$ cat config.mk
export PLATFORM = sky130hd
export DESIGN_NAME = wdsup_top
export DESIGN_NICKNAME = d
export VERILOG_FILES = /design/src/wdsup_pkg.sv /design/src/wdsup_limit.sv /design/src/wdsup_top.sv
export SDC_FILE = /design/constraint.sdc
export NUM_CORES = 1
export LEC_CHECK = 0
export ABC_AREA = 1
export BUFFER_PORTS_ARGS = -buffer_cell sky130_fd_sc_hd__buf_2
export CAP_MARGIN = 10
export CORE_MARGIN = 3
export CORE_UTILIZATION = 55
export CTS_CLUSTER_SIZE = 28
export DETAILED_ROUTE_END_ITERATION = 10
export PLACE_DENSITY = 0.8
export RECOVER_POWER = 100
export SLEW_MARGIN = 20
export SYNTH_ARGS = -nofsm -noshare
export SYNTH_HDL_FRONTEND = slang
export SYNTH_SLANG_ARGS = --single-unit
$ cat constraint.sdc
create_clock -name CORE_CLK_IN -period 1.8 [get_ports CORE_CLK_IN]
set_input_delay 0.09 -clock CORE_CLK_IN [delete_from_list [all_inputs] [get_ports CORE_CLK_IN]]
set_output_delay 0.09 -clock CORE_CLK_IN [all_outputs]
set_load 0.03 [all_outputs]
$ cat src/wdsup_pkg.sv
// Package for the watchdog supervisor: timing counts, bit positions, reset values.
// Assumes a single system clock; no bus, all control bits are plain ports.
`default_nettype none

package wdsup_pkg;
  // Clock rate
  localparam int CLK_HZ = 10_000_000;
  // Extra window after the interrupt timeout, in clocks
  localparam int RESET_WINDOW_CLKS = 512;
  // Interrupt timeout exponents for select codes 00..11
  localparam int TMO_EXP_SEL0 = 16;
  localparam int TMO_EXP_SEL1 = 19;
  localparam int TMO_EXP_SEL2 = 22;
  localparam int TMO_EXP_SEL3 = 25;
  // Counter width: covers 2^25 + 512
  localparam int CNT_W = 26;
  // Bit positions of the documented control bits in their registers
  localparam int IRQ_FLAG_BIT = 3;     // ext_interrupt_control_reg
  localparam int RUN_ENABLE_BIT = 1;   // ext_interrupt_control_reg
  localparam int RESTART_BIT = 0;      // ext_interrupt_control_reg
  localparam int RST_FLAG_BIT = 2;     // watchdog_control_reg
  localparam int SEL_HI_BIT = 7;       // clock_control_reg
  localparam int SEL_LO_BIT = 6;       // clock_control_reg
  localparam int IRQ_ENABLE_BIT = 4;   // ext_interrupt_enable_reg
  // Reset values
  localparam logic RUN_ENABLE_RST = 1'b0;
  localparam logic IRQ_ENABLE_RST = 1'b0;
  localparam logic IRQ_FLAG_RST = 1'b0;
  localparam logic [1:0] SEL_RST = 2'h0;
  // Phases of the watchdog
  typedef enum logic [1:0] {WDS_COUNT, WDS_WINDOW, WDS_EXPIRED} wdsup_phase_t;
endpackage : wdsup_pkg

`default_nettype wire

$ cat src/wdsup_limit.sv
// Timeout comparator: turns the period select into the interrupt and reset limits.
// Assumes the selection is from registers on the same clock.
`timescale 1ns/10ps
`default_nettype none

module wdsup_limit #(
  parameter int CNT_W = wdsup_pkg::CNT_W
) (
  // Selection and count
  input wire logic [1:0] sel_in,
  input wire logic [CNT_W-1:0] count_in,
  // Limit hits
  output logic irq_hit_out,
  output logic rst_hit_out
);
  logic [CNT_W-1:0] irq_limit;
  logic [CNT_W-1:0] rst_limit;

  // Four periods 2^16, 2^19, 2^22, 2^25; reset limit is 512 later
  always_comb begin
    unique case (sel_in)
      2'b00: irq_limit = CNT_W'(1) << wdsup_pkg::TMO_EXP_SEL0;
      2'b01: irq_limit = CNT_W'(1) << wdsup_pkg::TMO_EXP_SEL1;
      2'b10: irq_limit = CNT_W'(1) << wdsup_pkg::TMO_EXP_SEL2;
      2'b11: irq_limit = CNT_W'(1) << wdsup_pkg::TMO_EXP_SEL3;
    endcase
    rst_limit = irq_limit + CNT_W'(wdsup_pkg::RESET_WINDOW_CLKS);
  end

  // Exact compare; counter reaches each value once per period
  assign irq_hit_out = (count_in == irq_limit);
  assign rst_hit_out = (count_in == rst_limit);
endmodule // wdsup_limit

`default_nettype wire

$ cat src/wdsup_top.sv
// Watchdog supervisor core: counter, timeout flag, reset flag and processor reset.
// Assumes software writes arrive as one-cycle strobes from the special function
// register logic on the same clock; the external reset pin is already synchronised.
`timescale 1ns/10ps
`default_nettype none

// Contract
// - Reaching selected interrupt timeout sets the timeout interrupt flag.
// - Interrupt request stays raised while the flag remains set.
// - External reset or watchdog reset clears the interrupt flag.
// - 512 clocks past timeout without restart: processor reset, set reset flag.
// - Writing zero to set reset flag resets the counter.
// - Writing zero clears reset flag; flag survives the reset it caused.
// - Counter runs only while run enable is set.
// - External reset clears run enable.
// - Clearing enable holds the count; re-enabling resumes from there.
// - Restart resets counter only when irq flag set and reset flag clear.
// - Restart before timeout is ignored, counter unchanged; here it still clears the count if software has set the irq flag.
// - Two select bits choose among four interrupt timeout periods.
// - Interrupt requested only when watchdog interrupt enable is set.
// - Watchdog or external reset clears the interrupt enable.
// - Periods 2^16, 2^19, 2^22, 2^25; reset period adds 512.
module wdsup_top #(
  parameter int CNT_W = wdsup_pkg::CNT_W
) (
  // Clock and external reset pin
  input wire logic CORE_CLK_IN,
  input wire logic RST_IN,
  // Run enable writes
  input wire logic RUN_ENABLE_WR_IN,
  input wire logic RUN_ENABLE_DATA_IN,
  // Restart strobe
  input wire logic RESTART_WR_IN,
  // Interrupt flag writes
  input wire logic IRQ_FLAG_WR_IN,
  input wire logic IRQ_FLAG_DATA_IN,
  // Reset flag writes
  input wire logic RST_FLAG_WR_IN,
  input wire logic RST_FLAG_DATA_IN,
  // Period select writes
  input wire logic PERIOD_SEL_WR_IN,
  input wire logic PERIOD_SEL_HI_IN,
  input wire logic PERIOD_SEL_LO_IN,
  // Interrupt enable writes
  input wire logic IRQ_ENABLE_WR_IN,
  input wire logic IRQ_ENABLE_DATA_IN,
  // Status
  output logic WD_RUN_ENABLE_OUT,
  output logic WD_IRQ_ENABLE_OUT,
  output logic WD_TIMEOUT_IRQ_FLAG_OUT,
  output logic WD_RESET_OCCURRED_FLAG_OUT,
  output logic WD_PERIOD_SEL_HI_OUT,
  output logic WD_PERIOD_SEL_LO_OUT,
  output logic [CNT_W-1:0] WD_COUNT_OUT,
  // Interrupt request and processor reset
  output logic WD_IRQ_OUT,
  output logic WD_CPU_RESET_OUT
);

  typedef struct packed {
    logic [CNT_W-1:0] count;
    logic run_enable;
    logic irq_enable;
    logic irq_flag;
    logic rst_flag;
    logic [1:0] sel;
    logic cpu_reset;
    wdsup_pkg::wdsup_phase_t phase;
  } wdsup_state_t;

  wdsup_state_t st_r;
  wdsup_state_t st_nxt;
  logic irq_hit;
  logic rst_hit;

  // Limits from the selected period
  wdsup_limit #(
    .CNT_W(CNT_W)
  ) u_limit (
    .sel_in(st_r.sel),
    .count_in(st_r.count),
    .irq_hit_out(irq_hit),
    .rst_hit_out(rst_hit)
  );

  // Next state; hardware sets win over software clears in the same cycle
  always_comb begin
    st_nxt = st_r;
    st_nxt.cpu_reset = 1'b0;
    // Software register writes
    if (RUN_ENABLE_WR_IN) begin
      st_nxt.run_enable = RUN_ENABLE_DATA_IN;
    end
    if (IRQ_ENABLE_WR_IN) begin
      st_nxt.irq_enable = IRQ_ENABLE_DATA_IN;
    end
    if (PERIOD_SEL_WR_IN) begin
      st_nxt.sel = {PERIOD_SEL_HI_IN, PERIOD_SEL_LO_IN};
    end
    if (IRQ_FLAG_WR_IN) begin
      st_nxt.irq_flag = IRQ_FLAG_DATA_IN; // Flag persists until software, a watchdog reset or the external pin clears it
    end
    // Counter advances only while enabled; holds otherwise
    // Also steps in the cycle after a watchdog reset, so no clock is lost
    if (st_r.run_enable) begin
      st_nxt.count = st_r.count + CNT_W'(1);
    end
    // Interrupt timeout reached
    if (st_r.run_enable && irq_hit && st_r.phase == wdsup_pkg::WDS_COUNT) begin
      st_nxt.irq_flag = 1'b1;
      st_nxt.phase = wdsup_pkg::WDS_WINDOW;
    end
    // Restart valid only while irq flag set and reset flag clear; other writes change nothing
    if (RESTART_WR_IN && st_r.irq_flag && !st_r.rst_flag) begin
      st_nxt.count = '0;
      st_nxt.phase = wdsup_pkg::WDS_COUNT;
    end // Otherwise ignored
    // Zero written to reset flag: clear it, and resync the counter if it was set
    if (RST_FLAG_WR_IN && !RST_FLAG_DATA_IN) begin
      st_nxt.rst_flag = 1'b0;
      if (st_r.rst_flag) begin
        st_nxt.count = '0;
        st_nxt.phase = wdsup_pkg::WDS_COUNT;
      end
    end
    // Window expired: processor reset, counter cleared, irq state cleared
    if (st_r.run_enable && rst_hit && st_r.phase == wdsup_pkg::WDS_WINDOW) begin
      st_nxt.cpu_reset = 1'b1;
      st_nxt.rst_flag = 1'b1; // Survives its own reset
      st_nxt.irq_flag = 1'b0;
      st_nxt.irq_enable = 1'b0;
      st_nxt.count = '0;
      st_nxt.phase = wdsup_pkg::WDS_EXPIRED;
    end
    // After a watchdog reset, counting resumes from zero
    if (st_r.phase == wdsup_pkg::WDS_EXPIRED && !RST_FLAG_WR_IN) begin
      st_nxt.phase = wdsup_pkg::WDS_COUNT;
    end
  end

  // State register; the external pin clears enables, irq flag and counter, keeps the reset flag
  always_ff @(posedge CORE_CLK_IN) begin
    if (RST_IN) begin
      st_r.count <= '0;
      st_r.run_enable <= wdsup_pkg::RUN_ENABLE_RST;
      st_r.irq_enable <= wdsup_pkg::IRQ_ENABLE_RST;
      st_r.irq_flag <= wdsup_pkg::IRQ_FLAG_RST;
      st_r.rst_flag <= st_r.rst_flag; // Kept so boot code sees reset source
      st_r.sel <= wdsup_pkg::SEL_RST;
      st_r.cpu_reset <= 1'b0;
      st_r.phase <= wdsup_pkg::WDS_COUNT;
    end else begin
      st_r <= st_nxt;
    end
  end

  // Outputs straight from registers; irq is level while flag and enable hold
  assign WD_RUN_ENABLE_OUT = st_r.run_enable;
  assign WD_IRQ_ENABLE_OUT = st_r.irq_enable;
  assign WD_TIMEOUT_IRQ_FLAG_OUT = st_r.irq_flag;
  assign WD_RESET_OCCURRED_FLAG_OUT = st_r.rst_flag;
  assign WD_PERIOD_SEL_HI_OUT = st_r.sel[1];
  assign WD_PERIOD_SEL_LO_OUT = st_r.sel[0];
  assign WD_COUNT_OUT = st_r.count;
  assign WD_IRQ_OUT = st_r.irq_flag & st_r.irq_enable;
  assign WD_CPU_RESET_OUT = st_r.cpu_reset;
endmodule // wdsup_top

`default_nettype wire

# After elaboration in Yosys (flattened, before gate mapping)

Cells that the tools add are included.

Logic and storage cells: 52
Output and inout bits: 34
Bits in registers: 35
Bits of input ports: 14

Bitwise operators: 2
Equality and inequality tests: 7
Multiplexer cells: 13
Add/subtract/negate cells: 2
Reductions and logical operators: 19

Operators by type and width:

| cell                   | count |
|---|---|
| $mux 26                | 4 |
| $pmux 26 s4            | 1 |
| $eq 26x26->1           | 2 |
| $add 26x1->26 const B  | 1 |
| $add 26x10->26 const B | 1 |
| $logic_and 1x1->1      | 8 |
| $mux 2                 | 4 |
| $eq 2x2->1 const B     | 3 |
| $eq 2x1->1 const B     | 2 |
| $logic_not 2->1        | 2 |
| $reduce_bool 2->1      | 2 |
| $reduce_or 2->1        | 2 |
| $logic_not 1->1        | 3 |
| $mux 1                 | 3 |
| $mux 3                 | 1 |
| $reduce_or 3->1        | 1 |
| $reduce_and 2->1       | 1 |
| $and 1x1->1            | 1 |
| $not 1->1              | 1 |

# Depth between registers and ports, before layout

Word-level depth: 10
Mapped depth: 11
Mapped depth without buffers: 10

# Hierarchy

A second synthesis with hierarchy kept.

Cells, all modules: 333
Area, all modules: 2185.8 um^2

By module, submodules not included:

| module      | seq. area each (um^2) | cells each | area each (um^2) | times used |
|---|---|---|---|---|
| wdsup_top   | 710.7                 | 290        | 2014.4           | 1 |
| wdsup_limit | 0.0                   | 43         | 171.4            | 1 |

# Least setup slack after synthesis

Ideal clock, no wire load.

Kind: reg-to-reg
Start point: reg st_r (netlist bit WD_PERIOD_SEL_LO_OUT)
End point: reg st_r (netlist bit WD_RESET_OCCURRED_FLAG_OUT), enable pin
Library setup time: 0.304 ns
Cell stages (with the launch flop): 9
Required time: 1.496 ns
Slack: 0.238 ns
Arrival time: 1.258 ns
Clock period less this slack: 1.562 ns
Buffers on the path: 0
Cell sequence: dfxtp_1 > inv_2 > nand2_1 > nand2_1 > nand2_1 > nand3_1 > nor2_4 > nand2_4 > a21oi_1

Longest elaborated chain between the ends: 8
Elaborated cells between the ends (all ways): 11
Those cells by class: 1 x add/sub; 4 x eq/ne; 1 x mux; 5 x reduce/logical

RTL lines:

| item                               | RTL line          | RTL |
|---|---|---|
| start, declared                    | wdsup_top.sv:71   | `wdsup_state_t st_r;` |
| start signal, assigned             | wdsup_top.sv:153  | `st_r <= st_nxt;` |
| $eq 2x2->1 (tied with other cells) | wdsup_limit.sv:21 | `unique case (sel_in)` |
| $pmux 26 s4 *                      | wdsup_limit.sv:21 |  |
| $add 26x10->26 *                   | wdsup_limit.sv:27 | `rst_limit = irq_limit + CNT_W'(wdsup_pkg::RESET_WINDOW_CLKS);` |
| $eq 26x26->1 *                     | wdsup_limit.sv:32 | `assign rst_hit_out = (count_in == rst_limit);` |
| $logic_and 1x1->1 * (2 in a row)   | wdsup_top.sv:127  | `if (st_r.run_enable && rst_hit && st_r.phase == wdsup_pkg::WDS_WINDOW) begin` |
| $reduce_bool 2->1 (no line) *      | -                 |  |
| $reduce_and 2->1 (no line) *       | -                 |  |

Every way passes the cells marked *; elsewhere a longest branch is shown, timed or not. The select of a mux whose other input is x is not followed.
A chain may end at the register's enable or synchronous reset.

# Worst setup path in the final report

Start point: reg st_r (netlist bit WD_COUNT_OUT[1])
End point: reg st_r (netlist bit WD_COUNT_OUT[1])

Longest elaborated chain between the ends: 5
Elaborated cells between the ends (all ways): 9
Those cells by class: 1 x add/sub; 1 x eq/ne; 4 x mux; 3 x reduce/logical

RTL lines:

| item          | RTL line         | RTL |
|---|---|---|
| $add 26x1->26 | wdsup_top.sv:106 | `st_nxt.count = st_r.count + CNT_W'(1);` |
| $mux 26       | wdsup_top.sv:105 | `if (st_r.run_enable) begin` |
| $mux 26       | wdsup_top.sv:114 | `if (RESTART_WR_IN && st_r.irq_flag && !st_r.rst_flag) begin` |
| $mux 26       | wdsup_top.sv:121 | `if (st_r.rst_flag) begin` |
| $mux 26       | wdsup_top.sv:119 | `if (RST_FLAG_WR_IN && !RST_FLAG_DATA_IN) begin` |

Several ways; a longest one is shown, not always the timed one.

==> results by group <==
Detailed routing
  – Vias: a little over 2000
  – DR pass1 iterations: 5
  – Routed Antenna Nets: 0
  – Drt wl/cell: 12.6 um
  – DRC Markers: 0
  – Routed wire length: 5210 um
  – Via-per-instance ratio: 4.95
  – DRT iter0 DRCs: 170

Floorplanning
  – Die Wd: 71.3 um
  – Die Span Y: 71.3 um
  – Core area: 4060 sq um
  – IO Pins: 48
  – Initial core utilization: 0.577
  – Die area: 5080 sq um
  – Row cnt: 23

GRT
  – GRT Util Overall: 0.217
  – Initial antenna violation count: 0
  – First-pass GRT wire length: 8850 um
  – Vias in the first global route: 1938
  – Largest net degree at the start of global routing: 17
  – Grt ovf: 0

Power and ir drop
  – Lkg Pwr: 0.000980 uW
  – Clock Power Share: 0.444
  – Worst IR drop on VDD: between 300 and 400 uV
  – Flop pwr share: 0.477
  – Sw Share: 0.234
  – Combinational group share of total power: 0.079
  – PwrDens: 675 nW/um^2
  – Cell internal pwr: around 1300 uW
  – Switch Pwr: 392 uW

Timing
  – FMAX: between 0.6 and 0.7 GHz
  – Slew at the pin closest to its max-slew limit: 0.390 ns
  – Setup TNS: 0 ns
  – Unrepaired setup endpoints after global routing: false
  – Clock Skew: 0.0101 ns
  – Post-route setup slack: 0.209 ns
  – Fin. Hold Viols: 0
  – Fin. max-slew vios: 0
  – Setup Viol. Count Final: 0
  – Minimum clock period: 1.59 ns
  – Relative slew slack: 0.741
  – Period utilization: 0.884

Placed design
  – RePlAce Congestion: 0.914
  – I/O Buffers: 47
  – Worst slack at placement: 0.222 ns
  – Detail Placement HPWL: 3900 um

Outcome
  – Status: finished clean

Clock network
  – CTS Buf Count: 5
  – Reg clk slew, reported paths: ~0.080 ns
  – CTS tree: done
  – CTS sink cnt: 35
  – Total setup buffers inserted after CTS: 0
  – Hold-fix buffers, CTS: 0
  – Post-cts resize count: 0
  – Htree depth: 2
  – Root Driver: clkbuf_8
  – Max Root-Sink Buffers: 2
  – Skew-Pair Late Insertion Delay: 0.29 ns

Synthesis
  – Unique cell type count in the Yosys netlist: 28
  – XOR/XNOR share of the synthesized area: 0.0561
  – Mean post-synth cell area: 7.01 sq um
  – Synth Area in Adders: 0.0107
  – Post-synthesis compound-gate area fraction: 0.0379
  – Post-Syn Instances: about 330
  – FF+latch count, synth: 35
  – Synth Cell Area: 2340 sq um
  – Simple-Gate Fraction of Synth Area: 0.429
  – Share of cell area taken by muxes after synthesis: 0.00908
  – Syn. warnings: 0
  – Main combinational cell family by area after synthesis: simple AND/OR/NAND/NOR gates
  – Seq/Total Area, Yosys: 0.303
  – Mapped Nets: 350

Critical path
  – Crit end category: register
  – Setup CP Type: register to register
  – Data arrival time of the critical path: 1.77 ns
  – Max FO, Critical Path: 16
  – Worst setup SP type: register
  – Critical path required time: 1.98 ns

Hold path
  – Worst Hold Class: input pin to register

Final layout
  – Synthesis-to-finish area growth: 5.88%
  – Fin nets: 380
  – Diode count: 0
  – Most common cell after layout, fill and taps aside: nand2_1
  – Layout cells sized above 1: 0.164
  – Commonest cells after routing, fill and taps aside: nand2_1, nor2_1, clkbuf_1

Flow run
  – MaxCap Viol Count: 0
-- path summary, 6_finish.rpt --
kind                   startpoint                end  slack, ns  depth (start not counted)
setup reg to reg  WD_COUNT_OUT[1]    WD_COUNT_OUT[1]       0.21                         10
hold reg to reg           st_r[1]            st_r[1]       0.52                          2
setup / recovery  WD_COUNT_OUT[1]    WD_COUNT_OUT[1]       0.21                         10
hold / removal             RST_IN  WD_RUN_ENABLE_OUT       0.02                          2
-- cell usage after synthesis, drive strengths merged --
cell type  instances  share of area
a21oi              7          0.015
and2               2         0.0064
buf               30           0.10
dfxtp             34           0.29
edfxtp             1          0.013
ha                 2          0.011
inv               31          0.050
mux2               1         0.0048
mux2i              1         0.0043
nand2             84           0.15
nand3             25          0.064
nand4              4          0.011
nor2              82           0.18
nor3               7          0.015
o21ai              4         0.0085
o21bai             3          0.014
or2                1         0.0027
xnor2              7          0.026
xor2               8          0.030
-- state kept, by name, summed over array words and instances (netlist names) --
register / cells
st_r: 2
WD_COUNT_OUT: 26
WD_PERIOD_SEL_LO_OUT: 1
WD_RESET_OCCURRED_FLAG_OUT: 1
WD_CPU_RESET_OUT: 1
WD_IRQ_ENABLE_OUT: 1
WD_RUN_ENABLE_OUT: 1
WD_PERIOD_SEL_HI_OUT: 1
WD_TIMEOUT_IRQ_FLAG_OUT: 1
-- final cells by class --
| type | instances | area, sq um |
|---|---|---|
| multi-input cells | 238 | 1230 |
| flip-flops and latches | 35 | 711 |
| inverters | 31 | 116 |
| clock inverters | 2 | 35.0 |
| clock buffers | 6 | 82.6 |
| fillers | 389 | 1580 |
| well taps | 50 | 62.6 |
| repair buffers | 53 | 246 |
-- logic make-up (layout without fill, tap and decap cells) --
family                   Yosys count  in the layout
XOR/XNOR                          15             15
adder cells (fa/ha/maj)            2              2
AND/OR/NAND/NOR                  205            205
AO/OA/AOI/OAI                     14             14
multiplexers                       2              2
buffers and inverters             61             92
flip-flops                        35             35
-- power groups by stage --
stage,registers [uW],clock network [uW],logic [uW]
after floorplan,829,0,85.6
after global placement,815,0,139
after detailed placement,816,0,141
after CTS,798,751,142
after global routing,800,783,147
final,798,742,133
-- routing by layer --
layer | vias to the layer above | global-route usage | wire length, um
met5 | - | 0 | 0
li1 | 1069 | - | -
met3 | 4 | 0.0603 | 447
met1 | 914 | 0.290 | 2350
met2 | 68 | 0.340 | 2360
met4 | 0 | 0.0710 | 46
-- worst max-delay path, cell delays in order (launching register included) --
cell     delay, ns
dfxtp_1       0.34
inv_1         0.08
ha_1          0.15
inv_1         0.06
nor2_1        0.10
nand3_1       0.11
nor2_1        0.20
nand2_4       0.09
nand3_4       0.13
buf_12        0.17
nor2_1        0.05
-- per-stage QoR --
stage	std cells	util	hold WS, ns	cell area, sq um	power, uW
finish	415	0.611	0.0245	2480	1670
global route	415	0.611	0.0284	2480	1730
CTS	415	0.634	0.0180	2570	1690
detailed placement	407	0.605	0.335	2450	957
global placement	407	0.605	0.333	2450	955
floorplan	334	-	0.162	2340	915
(Power assumes the default switching activity.)
